### src/rtl/udtb_regs.vh
// constants for the descriptor table base register bank
// assumes inclusion by the bank's design and verification files
`ifndef UDTB_REGS_VH
`define UDTB_REGS_VH

// register byte offsets on the bus
`define UDTB_ADDR_W        12
`define UDTB_PAGE1_OFF     12'h000
`define UDTB_PAGE2_OFF     12'h004
`define UDTB_PAGE3_OFF     12'h008

// register select codes, zero means unmapped
`define UDTB_SEL_NONE      2'h0
`define UDTB_SEL_PAGE1     2'h1
`define UDTB_SEL_PAGE2     2'h2
`define UDTB_SEL_PAGE3     2'h3

// implemented-bit masks and reset values of the byte fields
`define UDTB_PAGE1_MASK    8'hFE
`define UDTB_PAGE2_MASK    8'hFF
`define UDTB_PAGE3_MASK    8'hFF
`define UDTB_PAGE_RESET    8'h00

// field positions inside the assembled base address
`define UDTB_LOW_LSB       9
`define UDTB_MID_LSB       16
`define UDTB_TOP_LSB       24
`define UDTB_ALIGN_BITS    9
`define UDTB_ALIGN_ZERO    9'h000

// descriptor entry layout inside the table
`define UDTB_ENTRY_IDX_W   6
`define UDTB_ENTRY_SHIFT   3
`define UDTB_ENTRY_PAD     3'h0

// bus encodings
`define UDTB_HTRANS_NONSEQ 2'h2
`define UDTB_HSIZE_BYTE    3'h0
`define UDTB_HSIZE_HALF    3'h1
`define UDTB_HRESP_OKAY    1'h0

`endif

### src/rtl/udtb_page_reg.v
// one byte-wide page register of the table base bank
// assumes a write strobe already qualified by address and byte lane
`timescale 1ns/1ns
`include "udtb_regs.vh"

module udtb_page_reg #(
    parameter [7:0] MASK      = 8'hFF,
    parameter [7:0] RESET_VAL = 8'h00
) (
    input  wire       hclk,
    input  wire       hresetn,
    input  wire       wr_en,
    input  wire [7:0] wr_data,
    output wire [7:0] q
);

    reg  [7:0] field_r;
    wire [7:0] field_nxt;

    // unimplemented bits never load, so they read zero forever
    assign field_nxt = (field_r & ~MASK) | (wr_data & MASK);

    always @(posedge hclk or negedge hresetn) begin
        if (!hresetn) begin
            field_r <= RESET_VAL & MASK;
        end else if (wr_en) begin
            field_r <= field_nxt;
        end
    end

    assign q = field_r;

endmodule

### src/rtl/udtb_ahb_slave.v
// address and data phase tracking for the bank's AHB-Lite slave port
// assumes one master, hready fed back from the bank's own hreadyout
`timescale 1ns/1ns
`include "udtb_regs.vh"

module udtb_ahb_slave #(
    parameter ADDR_W = `UDTB_ADDR_W
) (
    input  wire              hclk,
    input  wire              hresetn,
    input  wire              hsel,
    input  wire [ADDR_W-1:0] haddr,
    input  wire [1:0]        htrans,
    input  wire              hwrite,
    input  wire [2:0]        hsize,
    input  wire              hready,
    output wire              rd_take,
    output wire [ADDR_W-1:0] rd_addr,
    output wire              wr_en,
    output wire [ADDR_W-1:0] wr_addr
);

    reg              wr_pend_r;
    reg              wr_lane0_r;
    reg [ADDR_W-1:0] wr_addr_r;
    wire             take;

    // only byte lane 0 carries implemented bits
    function lane0_hit;
        input [2:0] size;
        input [1:0] lo;
        begin
            if (size == `UDTB_HSIZE_BYTE)
                lane0_hit = (lo == 2'h0);
            else if (size == `UDTB_HSIZE_HALF)
                lane0_hit = ~lo[1];
            else
                lane0_hit = 1'b1;
        end
    endfunction

    // htrans[1] covers NONSEQ and SEQ alike
    assign take    = hsel & hready & htrans[1];
    assign rd_take = take & ~hwrite;
    assign rd_addr = haddr;

    always @(posedge hclk or negedge hresetn) begin
        if (!hresetn) begin
            wr_pend_r  <= 1'b0;
            wr_lane0_r <= 1'b0;
            wr_addr_r  <= {ADDR_W{1'b0}};
        end else begin
            wr_pend_r <= take & hwrite;
            if (take & hwrite) begin
                wr_lane0_r <= lane0_hit(hsize, haddr[1:0]);
                wr_addr_r  <= haddr;
            end
        end
    end

    // write lands at the end of the data phase, when hwdata is valid
    assign wr_en   = wr_pend_r & wr_lane0_r;
    assign wr_addr = wr_addr_r;

endmodule

### src/rtl/udtb_top.v
// descriptor table base register bank with AHB-Lite register access
// assumes hclk is the peripheral bus clock, hresetn the power-on reset,
// and that the usb engine shares hclk
`timescale 1ns/1ns
`include "udtb_regs.vh"

module udtb_top #(
    parameter ADDR_W = `UDTB_ADDR_W
) (
    input  wire                         hclk,
    input  wire                         hresetn,
    input  wire                         hsel,
    input  wire [ADDR_W-1:0]            haddr,
    input  wire [1:0]                   htrans,
    input  wire                         hwrite,
    input  wire [2:0]                   hsize,
    input  wire [31:0]                  hwdata,
    input  wire                         hready,
    output wire [31:0]                  hrdata,
    output wire                         hreadyout,
    output wire                         hresp,
    input  wire                         entry_req,
    input  wire [`UDTB_ENTRY_IDX_W-1:0] entry_idx,
    output wire [31:0]                  table_base_addr,
    output wire                         table_base_upd,
    output wire [31:0]                  entry_addr,
    output wire                         entry_ack
);

    wire              rd_take;
    wire [ADDR_W-1:0] rd_addr;
    wire              wr_en;
    wire [ADDR_W-1:0] wr_addr;
    wire [1:0]        wr_sel;
    wire [1:0]        rd_sel;
    wire [7:0]        page1_q;
    wire [7:0]        page2_q;
    wire [7:0]        page3_q;
    wire [7:0]        page1_fwd;
    wire [7:0]        page2_fwd;
    wire [7:0]        page3_fwd;
    wire              wr_page1;
    wire              wr_page2;
    wire              wr_page3;
    wire [31:0]       base_nxt;

    reg  [31:0]       hrdata_r;
    reg  [31:0]       hrdata_nxt;
    reg               hreadyout_r;
    reg  [31:0]       base_r;
    reg               base_upd_r;
    reg  [31:0]       entry_addr_r;
    reg               entry_ack_r;

    // address to page select; anything else is unmapped
    function [1:0] page_sel;
        input [ADDR_W-1:0] addr;
        begin
            case (addr)
                `UDTB_PAGE1_OFF: page_sel = `UDTB_SEL_PAGE1;
                `UDTB_PAGE2_OFF: page_sel = `UDTB_SEL_PAGE2;
                `UDTB_PAGE3_OFF: page_sel = `UDTB_SEL_PAGE3;
                default:         page_sel = `UDTB_SEL_NONE;
            endcase
        end
    endfunction

    // three page fields into one aligned table base
    function [31:0] assemble_base;
        input [7:0] p1;
        input [7:0] p2;
        input [7:0] p3;
        begin
            assemble_base = {p3,
                             p2,
                             p1[7:1],
                             `UDTB_ALIGN_ZERO};
        end
    endfunction

    udtb_ahb_slave #(
        .ADDR_W (ADDR_W)
    ) u_slave (
        .hclk    (hclk),
        .hresetn (hresetn),
        .hsel    (hsel),
        .haddr   (haddr),
        .htrans  (htrans),
        .hwrite  (hwrite),
        .hsize   (hsize),
        .hready  (hready),
        .rd_take (rd_take),
        .rd_addr (rd_addr),
        .wr_en   (wr_en),
        .wr_addr (wr_addr)
    );

    assign wr_sel   = page_sel(wr_addr);
    assign rd_sel   = page_sel(rd_addr);
    assign wr_page1 = wr_en & (wr_sel == `UDTB_SEL_PAGE1);
    assign wr_page2 = wr_en & (wr_sel == `UDTB_SEL_PAGE2);
    assign wr_page3 = wr_en & (wr_sel == `UDTB_SEL_PAGE3);

    // upper data lanes never reach the fields
    udtb_page_reg #(
        .MASK      (`UDTB_PAGE1_MASK),
        .RESET_VAL (`UDTB_PAGE_RESET)
    ) u_page1 (
        .hclk    (hclk),
        .hresetn (hresetn),
        .wr_en   (wr_page1),
        .wr_data (hwdata[7:0]),
        .q       (page1_q)
    );

    udtb_page_reg #(
        .MASK      (`UDTB_PAGE2_MASK),
        .RESET_VAL (`UDTB_PAGE_RESET)
    ) u_page2 (
        .hclk    (hclk),
        .hresetn (hresetn),
        .wr_en   (wr_page2),
        .wr_data (hwdata[7:0]),
        .q       (page2_q)
    );

    udtb_page_reg #(
        .MASK      (`UDTB_PAGE3_MASK),
        .RESET_VAL (`UDTB_PAGE_RESET)
    ) u_page3 (
        .hclk    (hclk),
        .hresetn (hresetn),
        .wr_en   (wr_page3),
        .wr_data (hwdata[7:0]),
        .q       (page3_q)
    );

    // a read right behind a write to the same page sees the new value,
    // since the read data is latched in the same edge the write lands
    assign page1_fwd = wr_page1 ? (hwdata[7:0] & `UDTB_PAGE1_MASK) : page1_q;
    assign page2_fwd = wr_page2 ? (hwdata[7:0] & `UDTB_PAGE2_MASK) : page2_q;
    assign page3_fwd = wr_page3 ? (hwdata[7:0] & `UDTB_PAGE3_MASK) : page3_q;

    always @* begin
        hrdata_nxt = 32'h00000000;
        case (rd_sel)
            `UDTB_SEL_PAGE1: hrdata_nxt = {24'h000000, page1_fwd};
            `UDTB_SEL_PAGE2: hrdata_nxt = {24'h000000, page2_fwd};
            `UDTB_SEL_PAGE3: hrdata_nxt = {24'h000000, page3_fwd};
            default:         hrdata_nxt = 32'h00000000;
        endcase
    end

    // read data is held through idle cycles until the next read
    always @(posedge hclk or negedge hresetn) begin
        if (!hresetn) begin
            hrdata_r    <= 32'h00000000;
            hreadyout_r <= 1'b0;
        end else begin
            hreadyout_r <= 1'b1;
            if (rd_take) begin
                hrdata_r <= hrdata_nxt;
            end
        end
    end

    // zero wait state, every transfer answers OKAY
    assign hrdata    = hrdata_r;
    assign hreadyout = hreadyout_r;
    assign hresp     = `UDTB_HRESP_OKAY;

    // forwarded fields keep the base change and its update pulse in one cycle
    assign base_nxt = assemble_base(page1_fwd, page2_fwd, page3_fwd);

    // base output loads on the same edge as the page field
    always @(posedge hclk or negedge hresetn) begin
        if (!hresetn) begin
            base_r     <= 32'h00000000;
            base_upd_r <= 1'b0;
        end else begin
            base_r     <= base_nxt;
            base_upd_r <= wr_page1 | wr_page2 | wr_page3;
        end
    end

    assign table_base_addr = base_r;
    assign table_base_upd  = base_upd_r;

    // entry offset fits below the alignment, so an or equals an add
    always @(posedge hclk or negedge hresetn) begin
        if (!hresetn) begin
            entry_addr_r <= 32'h00000000;
            entry_ack_r  <= 1'b0;
        end else begin
            entry_ack_r <= entry_req;
            if (entry_req) begin
                entry_addr_r <= base_r | {23'h000000, entry_idx, `UDTB_ENTRY_PAD};
            end
        end
    end

    assign entry_addr = entry_addr_r;
    assign entry_ack  = entry_ack_r;

endmodule

### config.mk
export PLATFORM = sky130hd
export DESIGN_NAME = udtb_top
export DESIGN_NICKNAME = d
export VERILOG_FILES = /design/src/rtl/udtb_page_reg.v /design/src/rtl/udtb_ahb_slave.v /design/src/rtl/udtb_top.v
export VERILOG_INCLUDE_DIRS = /design/src /design/src/rtl
export SDC_FILE = /design/constraint.sdc
export NUM_CORES = 1
export LEC_CHECK = 0
export BUFFER_PORTS_ARGS = -buffer_cell sky130_fd_sc_hd__buf_2
export CAP_MARGIN = 20
export CELL_PAD_IN_SITES_DETAIL_PLACEMENT = 1
export CELL_PAD_IN_SITES_GLOBAL_PLACEMENT = 2
export CORE_UTILIZATION = 27
export CTS_BUF_LIST = sky130_fd_sc_hd__clkbuf_8
export CTS_CLUSTER_DIAMETER = 60
export DETAILED_ROUTE_END_ITERATION = 10
export PLACE_DENSITY = 0.82
export REMOVE_ABC_BUFFERS = 1
export SLEW_MARGIN = 20
export SYNTH_ARGS = -nofsm -noshare
export SYNTH_HDL_FRONTEND = slang
export SYNTH_SLANG_ARGS = --single-unit
### constraint.sdc
create_clock -name hclk -period 1.7 [get_ports hclk]
set_input_delay 0.34 -clock hclk [delete_from_list [all_inputs] [get_ports hclk]]
set_output_delay 0.34 -clock hclk [all_outputs]
set_load 0.01 [all_outputs]
==> flow_metrics.env, run 1 <==
export IMPL_arrival_ns=2.12
export IMPL_clock_latency_ns=0.37
export IMPL_ys_ff_latch=84
export IMPL_synth_top_area_share_pct=58.8
export IMPL_setup_violations_final=24
export IMPL_p_seq_share_pct=49.5
export IMPL_ioPinCount=161
export IMPL_grt_pass1_vias=2587
export IMPL_violations="setup timing"
export IMPL_htree_levels=3
export IMPL_vias=2564
export IMPL_antenna_found_initial=0
export IMPL_grt_pass1_wl_mm=13.7
export IMPL_synthTopCellsByArea="dfrtp_1 59%, mux2_2 12%, buf_4 8.0%"
export IMPL_wirelength_mm=8.89
export IMPL_switching_share_pct=25.4
export IMPL_most_common_layout_cells="97 x buf_2, 84 x dfrtp_1, 46 x nand2_1, 38 x conb_1, 32 x mux2_2"
export IMPL_grt_met3_usage_pct=3.50
export IMPL_die_w_um=117
export IMPL_numCtsBuffers=9
export IMPL_combPwrFrac_pct=14.5
export IMPL_post_synth_cell_area_avg_um2=12.5
export IMPL_critPathMaxStageDelay_ns=0.41
export IMPL_drv_cap=0
export IMPL_fin_crit_ns=1.86
export IMPL_gp_congestion=0.799
export IMPL_synth_warnings=0
export IMPL_crit_chain="nor4_4 > and4_4 > buf_12 > mux2i_4 > o221ai_2 > a21o_1"
export IMPL_fp_row_count=41
export IMPL_timing_fmax_ghz=0.537
export IMPL_hold_path_class="in2reg"
export IMPL_dp_slack_ns=-0.329
export IMPL_ir_drop_mv=0.359
export IMPL_met1_usage_pct=17.1
export IMPL_syn_area_mm2=0.00358
export IMPL_internal_power_uw=3410
export IMPL_portBuffers=98
export IMPL_ys_seq_area_share_pct=58.8
export IMPL_mostFrequentLayoutCell="buf_2"
export IMPL_postRouteAntennaNets=0
export IMPL_drive_gt1_share_pct=54.3
export IMPL_p_sw_uw=1160
export IMPL_num_fill_cells=1404
export IMPL_fin_ws_ns=-0.162
export IMPL_grt_max_degree=46
export IMPL_status="finished, violations left"
export IMPL_clkTransAtPathRegs_ns=0.08
export IMPL_worst_setup_path_end_kind="flip-flop"
export IMPL_cts_tree="done"
export IMPL_skew_ns=0.00542
export IMPL_drt_iter0_drc=90
export IMPL_clockPowerShare_pct=36.0
export IMPL_clkSinkCount=84
export IMPL_clock_path_buffers=2
export IMPL_cellLeakagePower_uw=0.00266
export IMPL_power_density_mw_per_mm2=901
export IMPL_start_util_pct=28.0
export IMPL_grt_busiest_layer="met2"
export IMPL_use_met2_pct=22.5
export IMPL_chipHeight_um=117
export IMPL_core_area_mm2=0.0128
export IMPL_overflow=0
export IMPL_rsz0062_at_grt="yes"
export IMPL_grtUsageTotal_pct=13.8
export IMPL_cp_buffers_inverters=1
export IMPL_remaining_drc_errors=0
export IMPL_dp_hpwl_mm=6.51
export IMPL_required_ns=1.96
export IMPL_cp_start_kind="flip-flop"
export IMPL_finalHoldViolations=0
export IMPL_synth_largest_area_cell="dfrtp_1"
export IMPL_critical_path_peak_fanout=4
export IMPL_drt_pass1_iter_count=4
export IMPL_antenna_cells=0
export IMPL_critPathTopFamily="simple AND/OR/NAND/NOR gates"
export IMPL_stdcell_area_mm2=0.00508
export IMPL_synthCells=287
export IMPL_vias_per_cell=4.19
export IMPL_area_growth_pct=42.1
export IMPL_wl_per_cell_um=14.5
export IMPL_maxSlewViolCount=0
export IMPL_path_class="reg2reg"
export IMPL_die_area_mm2=0.0137
export IMPL_fin_nets=496
export IMPL_slowest_stage="dfrtp_1"
export IMPL_yosysUniqueCellTypes=27
export IMPL_cts_root_buf="clkbuf_8"
export IMPL_place_area_mm2=0.00444
export IMPL_post_route_period_util_pct=110
## synthesized netlist by cell type (all sizes together)
cell type / count
nand3: 1
and4bb: 1
nor4: 3
nor4b: 2
nand4b: 3
inv: 17
conb: 2
buf: 40
a21o: 7
or3b: 2
dfrtp: 84
a21oi: 1
nand2: 46
nand4: 2
mux2: 37
o221ai: 7
nor2: 6
clkbuf: 5
a32oi: 1
and4: 1
o21ai: 2
mux2i: 15
nor3: 2
## layer usage
metal | routed length [um] | up-vias | part of all wire, %
met5 | 0 | - | 0
met4 | 166 | 0 | 1.9
met3 | 467 | 13 | 5.3
met2 | 4390 | 91 | 49
met1 | 3860 | 1268 | 43
li1 | - | 1192 | -
## final timing paths
kind	from	slack (ns)	endpoint	depth (start not counted)
hold / removal	haddr[10]	0.18	u_slave.wr_addr[10]	3
hold reg to reg	u_slave.wr_lane0_r	0.48	u_slave.wr_lane0_r	2
setup reg to reg	u_slave.wr_addr[9]	-0.16	hrdata[4]	6
max in group asynchronous	hresetn	0.66	table_base_addr[15]	3
min in group asynchronous	hresetn	0.45	entry_addr[11]	2
setup / recovery	u_slave.wr_addr[9]	-0.16	hrdata[4]	6
## power by group through the flow
stage | Sequential, uW | Clock [uW] | Combinational [uW]
after detailed placement | 2300 | 0 | 592
after CTS | 2270 | 1730 | 632
after floorplan | 2320 | 0 | 224
final | 2270 | 1650 | 662
after global routing | 2290 | 1780 | 742
after global placement | 2280 | 0 | 573
## final cells by class
| class | instances | area (um2) | share of cell area (%) |
|---|---|---|---|
| Clock buffer | 12 | 165 | 3.25 |
| Timing Repair Buffer | 146 | 973 | 19.2 |
| Clock inverter | 4 | 70.1 | 1.38 |
| Sequential cell | 84 | 2100 | 41.4 |
| Inverter | 17 | 63.8 | 1.26 |
| Tap cell | 172 | 215 | 4.23 |
| Multi-Input combinational cell | 177 | 1490 | 29.4 |
## worst register-to-register path: stages (launching register included)
cell and delay (ns):
dfrtp_1 0.41, nor4_4 0.33, and4_4 0.32, buf_12 0.15
mux2i_4 0.25, o221ai_2 0.12, a21o_1 0.18
## per-stage QoR
| step | TNS, ns | total power [uW] | util [%] | std cells | hold WS [ns] |
|---|---|---|---|---|---|
| after floorplan | -1.42 | 2540 | - | 278 | 0.0444 |
| after global placement | -2.08 | 2860 | 34.8 | 589 | 0.296 |
| after detailed placement | -3.05 | 2890 | 34.8 | 589 | 0.299 |
| after CTS | -2.03 | 4620 | 38.3 | 609 | 0.158 |
| after global routing | -4.10 | 4810 | 39.8 | 612 | 0.162 |
| final | -1.67 | 4580 | 39.8 | 612 | 0.179 |
## sequential cells by signal, indices dropped and copies added, names as in the netlist
name / cells
entry_ack: 1
entry_addr: 29
hrdata: 8
hreadyout: 1
table_base_addr: 9
table_base_upd: 1
u_page1.q: 7
u_page2.q: 7
u_page3.q: 7
u_slave.wr_addr: 12
u_slave.wr_lane0_r: 1
u_slave.wr_pend_r: 1
## kinds of logic after synthesis
logic type / synth area share (%)
flip-flops: 58.8
AND/OR/NAND/NOR: 10.8
buffers and inverters: 10.6
multiplexers: 15.8
AO/OA/AOI/OAI: 3.85
other: 0.210
## repair_timing
action / 4_1_cts / 5_1_grt
pin swaps: 10 / 3
hold endpoints to repair: 28 / 0
endpoints found under the setup margin: 30 / 37
buffers inserted: 7 / 8
gates resized for setup: 43 / 40
hold buffers: 1 / 0
Note: power is estimated with default switching activity, not from simulation.
==> run 2: changes to the inputs <==
- CORE_UTILIZATION: 27 -> 26
- CTS_BUF_LIST: sky130_fd_sc_hd__clkbuf_8 -> default
- GPL_TIMING_DRIVEN: default -> 0
- PLACE_DENSITY: 0.82 -> 0.8
==> run 2 against run 1 <==
Compared with the run above:
- the flow still finishes with violations (setup timing)
- final area decreased by 3.8%
- critical path type unchanged
- critical path depth up 1
- first-iteration DRC count is 19% lower
- fmax fell by 4.8%
- hold slack gained 0.034 ns
- die area is 3.8% higher
- flip-flop and latch count unchanged
==> flow_metrics.env, run 2 (synthesis results as in run 1) <==
export IMPL_mostFrequentLayoutCell="buf_2"
export IMPL_drt_iter0_drc=73
export IMPL_cts_tree="done"
export IMPL_wl_per_cell_um=15.4
export IMPL_place_area_mm2=0.00414
export IMPL_portBuffers=98
export IMPL_antenna_found_initial=0
export IMPL_clkSinkCount=84
export IMPL_start_util_pct=26.8
export IMPL_drt_pass1_iter_count=4
export IMPL_status="finished, violations left"
export IMPL_drv_cap=0
export IMPL_ioPinCount=161
export IMPL_grt_max_degree=49
export IMPL_drive_gt1_share_pct=48.9
export IMPL_most_common_layout_cells="97 x buf_2, 84 x dfrtp_1, 46 x nand2_1, 38 x conb_1, 35 x mux2_2"
export IMPL_cellLeakagePower_uw=0.00256
export IMPL_cp_start_kind="flip-flop"
export IMPL_hold_path_class="in2reg"
export IMPL_num_fill_cells=1484
export IMPL_grt_pass1_wl_mm=14.0
export IMPL_finalHoldViolations=0
export IMPL_cts_root_buf="clkbuf_16"
export IMPL_critical_path_peak_fanout=6
export IMPL_timing_fmax_ghz=0.511
export IMPL_violations="setup timing"
export IMPL_die_w_um=119
export IMPL_numCtsBuffers=9
export IMPL_fin_crit_ns=1.96
export IMPL_power_density_mw_per_mm2=1030
export IMPL_wirelength_mm=9.05
export IMPL_htree_levels=3
export IMPL_core_area_mm2=0.0133
export IMPL_tightest_slew_ns=0.725
export IMPL_post_route_period_util_pct=115
export IMPL_hold_ws_ns=0.212
export IMPL_area_growth_pct=36.7
export IMPL_maxSlewViolCount=0
export IMPL_skew_ns=0.00694
export IMPL_largest_register_ffs=29
export IMPL_setup_violations_final=26
export IMPL_clkTransAtPathRegs_ns=0.06
export IMPL_maxSlewHeadroom_pct=51.4
export IMPL_grt_pass1_vias=2542
export IMPL_fin_nets=470
export IMPL_vias=2488
export IMPL_remaining_drc_errors=0
export IMPL_dp_hpwl_mm=6.06
export IMPL_grtUsageTotal_pct=13.1
export IMPL_arrival_ns=2.19
export IMPL_chipHeight_um=119
export IMPL_stdcell_area_mm2=0.00489
export IMPL_clock_latency_ns=0.34
export IMPL_fin_cells=589
export IMPL_overflow=0
export IMPL_gp_congestion=0.741
export IMPL_die_area_mm2=0.0142
export IMPL_rsz0062_at_grt="yes"
export IMPL_path_class="reg2reg"
export IMPL_antenna_cells=0
export IMPL_ir_drop_mv=0.369
export IMPL_worst_setup_path_end_kind="flip-flop"
export IMPL_fp_row_count=42
export IMPL_fin_ws_ns=-0.255
export IMPL_dp_cells=553
export IMPL_postRouteAntennaNets=0
export IMPL_required_ns=1.93
export IMPL_clock_path_buffers=2
export IMPL_vias_per_cell=4.22
## run 2: changes by cell type in the layout (fill, tap and decap cells not counted), moves of 5 or more
cell | before | now
clkbuf_16 | 0 | 9
buf_4 | 27 | 9
inv_2 | 11 | 4
buf_6 | 16 | 10
mux2i_4 | 15 | 10
inv_1 | 6 | 13
clkbuf_8 | 12 | 2
## run 2: stage by stage
step,setup WS (ns),power (uW),utilization [%],TNS [ns]
after global routing,-0.337,5260,36.6,-5.73
after floorplan,-0.267,2540,-,-1.42
after detailed placement,-0.759,2820,31.0,-13.42
after CTS,-0.271,5030,34.9,-2.22
final,-0.255,5030,36.6,-3.12
after global placement,-0.737,2770,30.8,-46.07
## run 2: path summary, 6_finish.rpt
kind / startpoint / end / slack (ns) / depth (start not counted)
worst max-delay path: u_slave.wr_addr[9] / hrdata[3] / -0.26 / 7
worst min-delay path: haddr[10] / u_slave.wr_addr[10] / 0.21 / 3
worst max register to register: u_slave.wr_addr[9] / hrdata[3] / -0.26 / 7
worst min register to register: u_slave.wr_addr[6] / u_slave.wr_addr[6] / 0.48 / 2
max in group asynchronous: hresetn / entry_addr[5] / 0.57 / 3
min in group asynchronous: hresetn / table_base_addr[10] / 0.53 / 2
## run 2: critical path, cell delays in order, from the launching register on
cell and delay, ns:
dfrtp_1 0.41, nor4_4 0.29, buf_6 0.14, and4_4 0.32
buf_12 0.15, mux2i_4 0.25, o221ai_2 0.11, a21o_1 0.17
## run 2: area by class of cell
cell class,count,area (um2),area share (%)
clock buffer,11,253,5.17
timing repair buffer,120,743,15.2
multi-input combinational,177,1440,29.4
clock inverter,4,72.6,1.48
inverter,17,63.8,1.31
sequential,84,2100,43.0
tap,176,220,4.50
## run 2: what timing repair did
| action | in CTS | in global routing |
|---|---|---|
| hold endpoints to repair | 22 | 0 |
| endpoints found under the setup margin | 38 | 34 |
| setup buffers | 12 | 11 |
| pin swaps | 7 | 2 |
| gates resized for setup | 17 | 31 |
| hold buffers | 1 | 0 |
## run 2: power breakdown
| part | switching [uW] | internal (uW) |
|---|---|---|
| logic | 334 | 286 |
| registers | 111 | 2160 |
| clock network | 789 | 1360 |
| total | 1230 | 3800 |
## run 2: routing by layer
metal,part of all wire (%),vias to the layer above,routed length (um),GRT usage (%)
met5,0,-,0,0
met4,1.5,0,137,5.16
met3,6.2,13,557,3.59
met2,50,95,4510,21.0
met1,42,1248,3850,16.7
li1,-,1132,-,-
==> run 3: changes to the inputs <==
- CORE_UTILIZATION: 26 -> 27
- CTS_BUF_LIST: default -> sky130_fd_sc_hd__clkbuf_2
- PLACE_DENSITY: 0.8 -> 0.82
==> run 3 against run 2 <==
Compared with the run above:
- the run still ends with setup timing left
- fmax up 2.1%
- core utilization up 1.6 points
- power down 24%
==> flow_metrics.env, run 3 (synthesis results as in run 1) <==
export IMPL_core_area_mm2=0.0128
export IMPL_rsz0062_at_grt="yes"
export IMPL_status="finished, violations left"
export IMPL_grt_max_degree=52
export IMPL_multi_input_area_mm2=0.00147
export IMPL_power_density_mw_per_mm2=778
export IMPL_vias=2546
export IMPL_ir_drop_mv=0.254
export IMPL_ioPinCount=161
export IMPL_wl_per_cell_um=14.8
export IMPL_drt_pass1_iter_count=3
export IMPL_portBuffers=98
export IMPL_num_fill_cells=1412
export IMPL_largest_register_ffs=29
export IMPL_cts_root_buf="clkbuf_2"
export IMPL_wirelength_mm=8.97
export IMPL_clock_path_buffers=2
export IMPL_timing_fmax_ghz=0.522
export IMPL_die_area_mm2=0.0137
export IMPL_mostFrequentLayoutCell="buf_2"
export IMPL_overflow=0
export IMPL_finalHoldViolations=0
export IMPL_fin_ws_ns=-0.215
export IMPL_area_growth_pct=36.7
export IMPL_path_class="reg2reg"
export IMPL_grtUsageTotal_pct=13.3
export IMPL_tightest_slew_ns=0.693
export IMPL_wl_met2_mm=4.43
export IMPL_clkSinkCount=84
export IMPL_cellLeakagePower_uw=0.00255
export IMPL_cp_start_kind="flip-flop"
export IMPL_fp_row_count=41
export IMPL_clockPowerShare_pct=23.4
export IMPL_htree_levels=3
export IMPL_met1_length_mm=3.98
export IMPL_cts_tree="done"
export IMPL_worst_setup_path_end_kind="flip-flop"
export IMPL_clkTransAtPathRegs_ns=0.24
export IMPL_violations="setup timing"
export IMPL_die_w_um=117
export IMPL_antenna_cells=0
export IMPL_internal_power_uw=2650
export IMPL_power_uw=3800
export IMPL_drt_iter0_drc=74
export IMPL_stdcell_area_mm2=0.00489
export IMPL_antenna_found_initial=0
export IMPL_grt_pass1_vias=2540
export IMPL_maxSlewHeadroom_pct=53.8
export IMPL_remaining_drc_errors=0
export IMPL_dp_hpwl_mm=5.97
export IMPL_start_util_pct=28.0
export IMPL_arrival_ns=2.39
export IMPL_finalSetupTns_ns=-1.99
export IMPL_drv_cap=0
export IMPL_required_ns=2.17
export IMPL_drive_gt1_share_pct=45.2
export IMPL_hold_path_class="in2reg"
export IMPL_clock_latency_ns=0.57
export IMPL_skew_ns=0.0388
export IMPL_vias_per_cell=4.19
export IMPL_chipHeight_um=117
export IMPL_numCtsBuffers=9
export IMPL_switching_share_pct=30.3
export IMPL_seqCellArea_mm2=0.00210
export IMPL_grt_pass1_wl_mm=13.2
export IMPL_combPwrFrac_pct=16.7
export IMPL_gp_congestion=0.700
export IMPL_place_area_mm2=0.00414
export IMPL_fin_crit_ns=1.91
export IMPL_most_common_layout_cells="97 x buf_2, 84 x dfrtp_1, 46 x nand2_1, 38 x conb_1, 35 x mux2_2"
export IMPL_met3_length_um=387
export IMPL_p_sw_uw=1150
export IMPL_route_top_layer_used="met4"
export IMPL_setup_violations_final=17
export IMPL_p_seq_share_pct=59.8
export IMPL_maxSlewViolCount=0
export IMPL_post_route_period_util_pct=113
export IMPL_fin_nets=492
export IMPL_critical_path_peak_fanout=5
export IMPL_postRouteAntennaNets=0
run 3: cell types whose count changed in the layout (fill, tap and decap cells not counted), sizes merged:
cell,previous run,this run
buf,119,115
bufinv,2,0
dlygate4sd3,1,27
clkinv,1,4
run 3: through the flow:
| stage | hold WS, ns | std cells | setup slack, ns | utilization [%] |
|---|---|---|---|---|
| 3_5_place_dp | 0.329 | 550 | -0.670 | 32.4 |
| 3_3_place_gp | 0.452 | 548 | -0.639 | 32.1 |
| 5_1_grt | 0.0411 | 608 | -0.284 | 38.3 |
| 6_report | 0.0600 | 608 | -0.215 | 38.3 |
| 2_1_floorplan | 0.0444 | 278 | -0.267 | - |
| 4_1_cts | 0.00356 | 603 | -0.217 | 36.6 |
run 3: timing repair:
action,in CTS,in global routing
cloned,0,0
endpoints found under the setup margin,38,37
buffers inserted,10,6
pin swaps,8,3
hold buffers,27,0
gates resized for setup,20,28
hold endpoints to repair,61,0
run 3: worst max-delay path: stages, from the launching register on:
cell      delay, ns
dfrtp_1        0.45
nor4_4         0.27
buf_4          0.16
and4_4         0.29
buf_12         0.16
mux2i_4        0.24
o221ai_2       0.11
a21o_1         0.17
run 3: power groups by stage:
stage | clock, uW | combinational (uW) | sequential (uW)
2_1_floorplan | 0 | 224 | 2320
3_3_place_gp | 0 | 490 | 2290
3_5_place_dp | 0 | 514 | 2300
4_1_cts | 941 | 603 | 2260
5_1_grt | 1010 | 715 | 2300
6_report | 892 | 637 | 2280
run 3: path summary, 6_finish.rpt:
path / from / to / slack (ns) / cells after the start
min in group asynchronous: hresetn / entry_addr[14] / 0.24 / 2
worst min-delay path: hwdata[5] / u_page2.q[5] / 0.06 / 3
max in group asynchronous: hresetn / u_slave.wr_addr[8] / 0.81 / 3
worst min register to register: u_slave.wr_addr[7] / u_slave.wr_addr[7] / 0.52 / 2
worst max-delay path: u_slave.wr_addr[9] / hrdata[2] / -0.21 / 7
worst max register to register: u_slave.wr_addr[9] / hrdata[2] / -0.21 / 7
run 3: cell type report:
cell class                      instances  area share [%]
Sequential cell                        84            43.0
Multi-Input combinational cell        177            30.0
Timing Repair Buffer                  142            19.5
Tap cell                              172            4.40
Inverter                               17            1.31
Clock buffer                           11            1.13
Clock inverter                          5           0.589
run 3: routing by layer:
metal / vias up / GRT usage (%)
li1: 1176 / -
met1: 1267 / 16.7
met2: 91 / 21.6
met3: 12 / 2.88
met4: 0 / 6.58
met5: - / 0
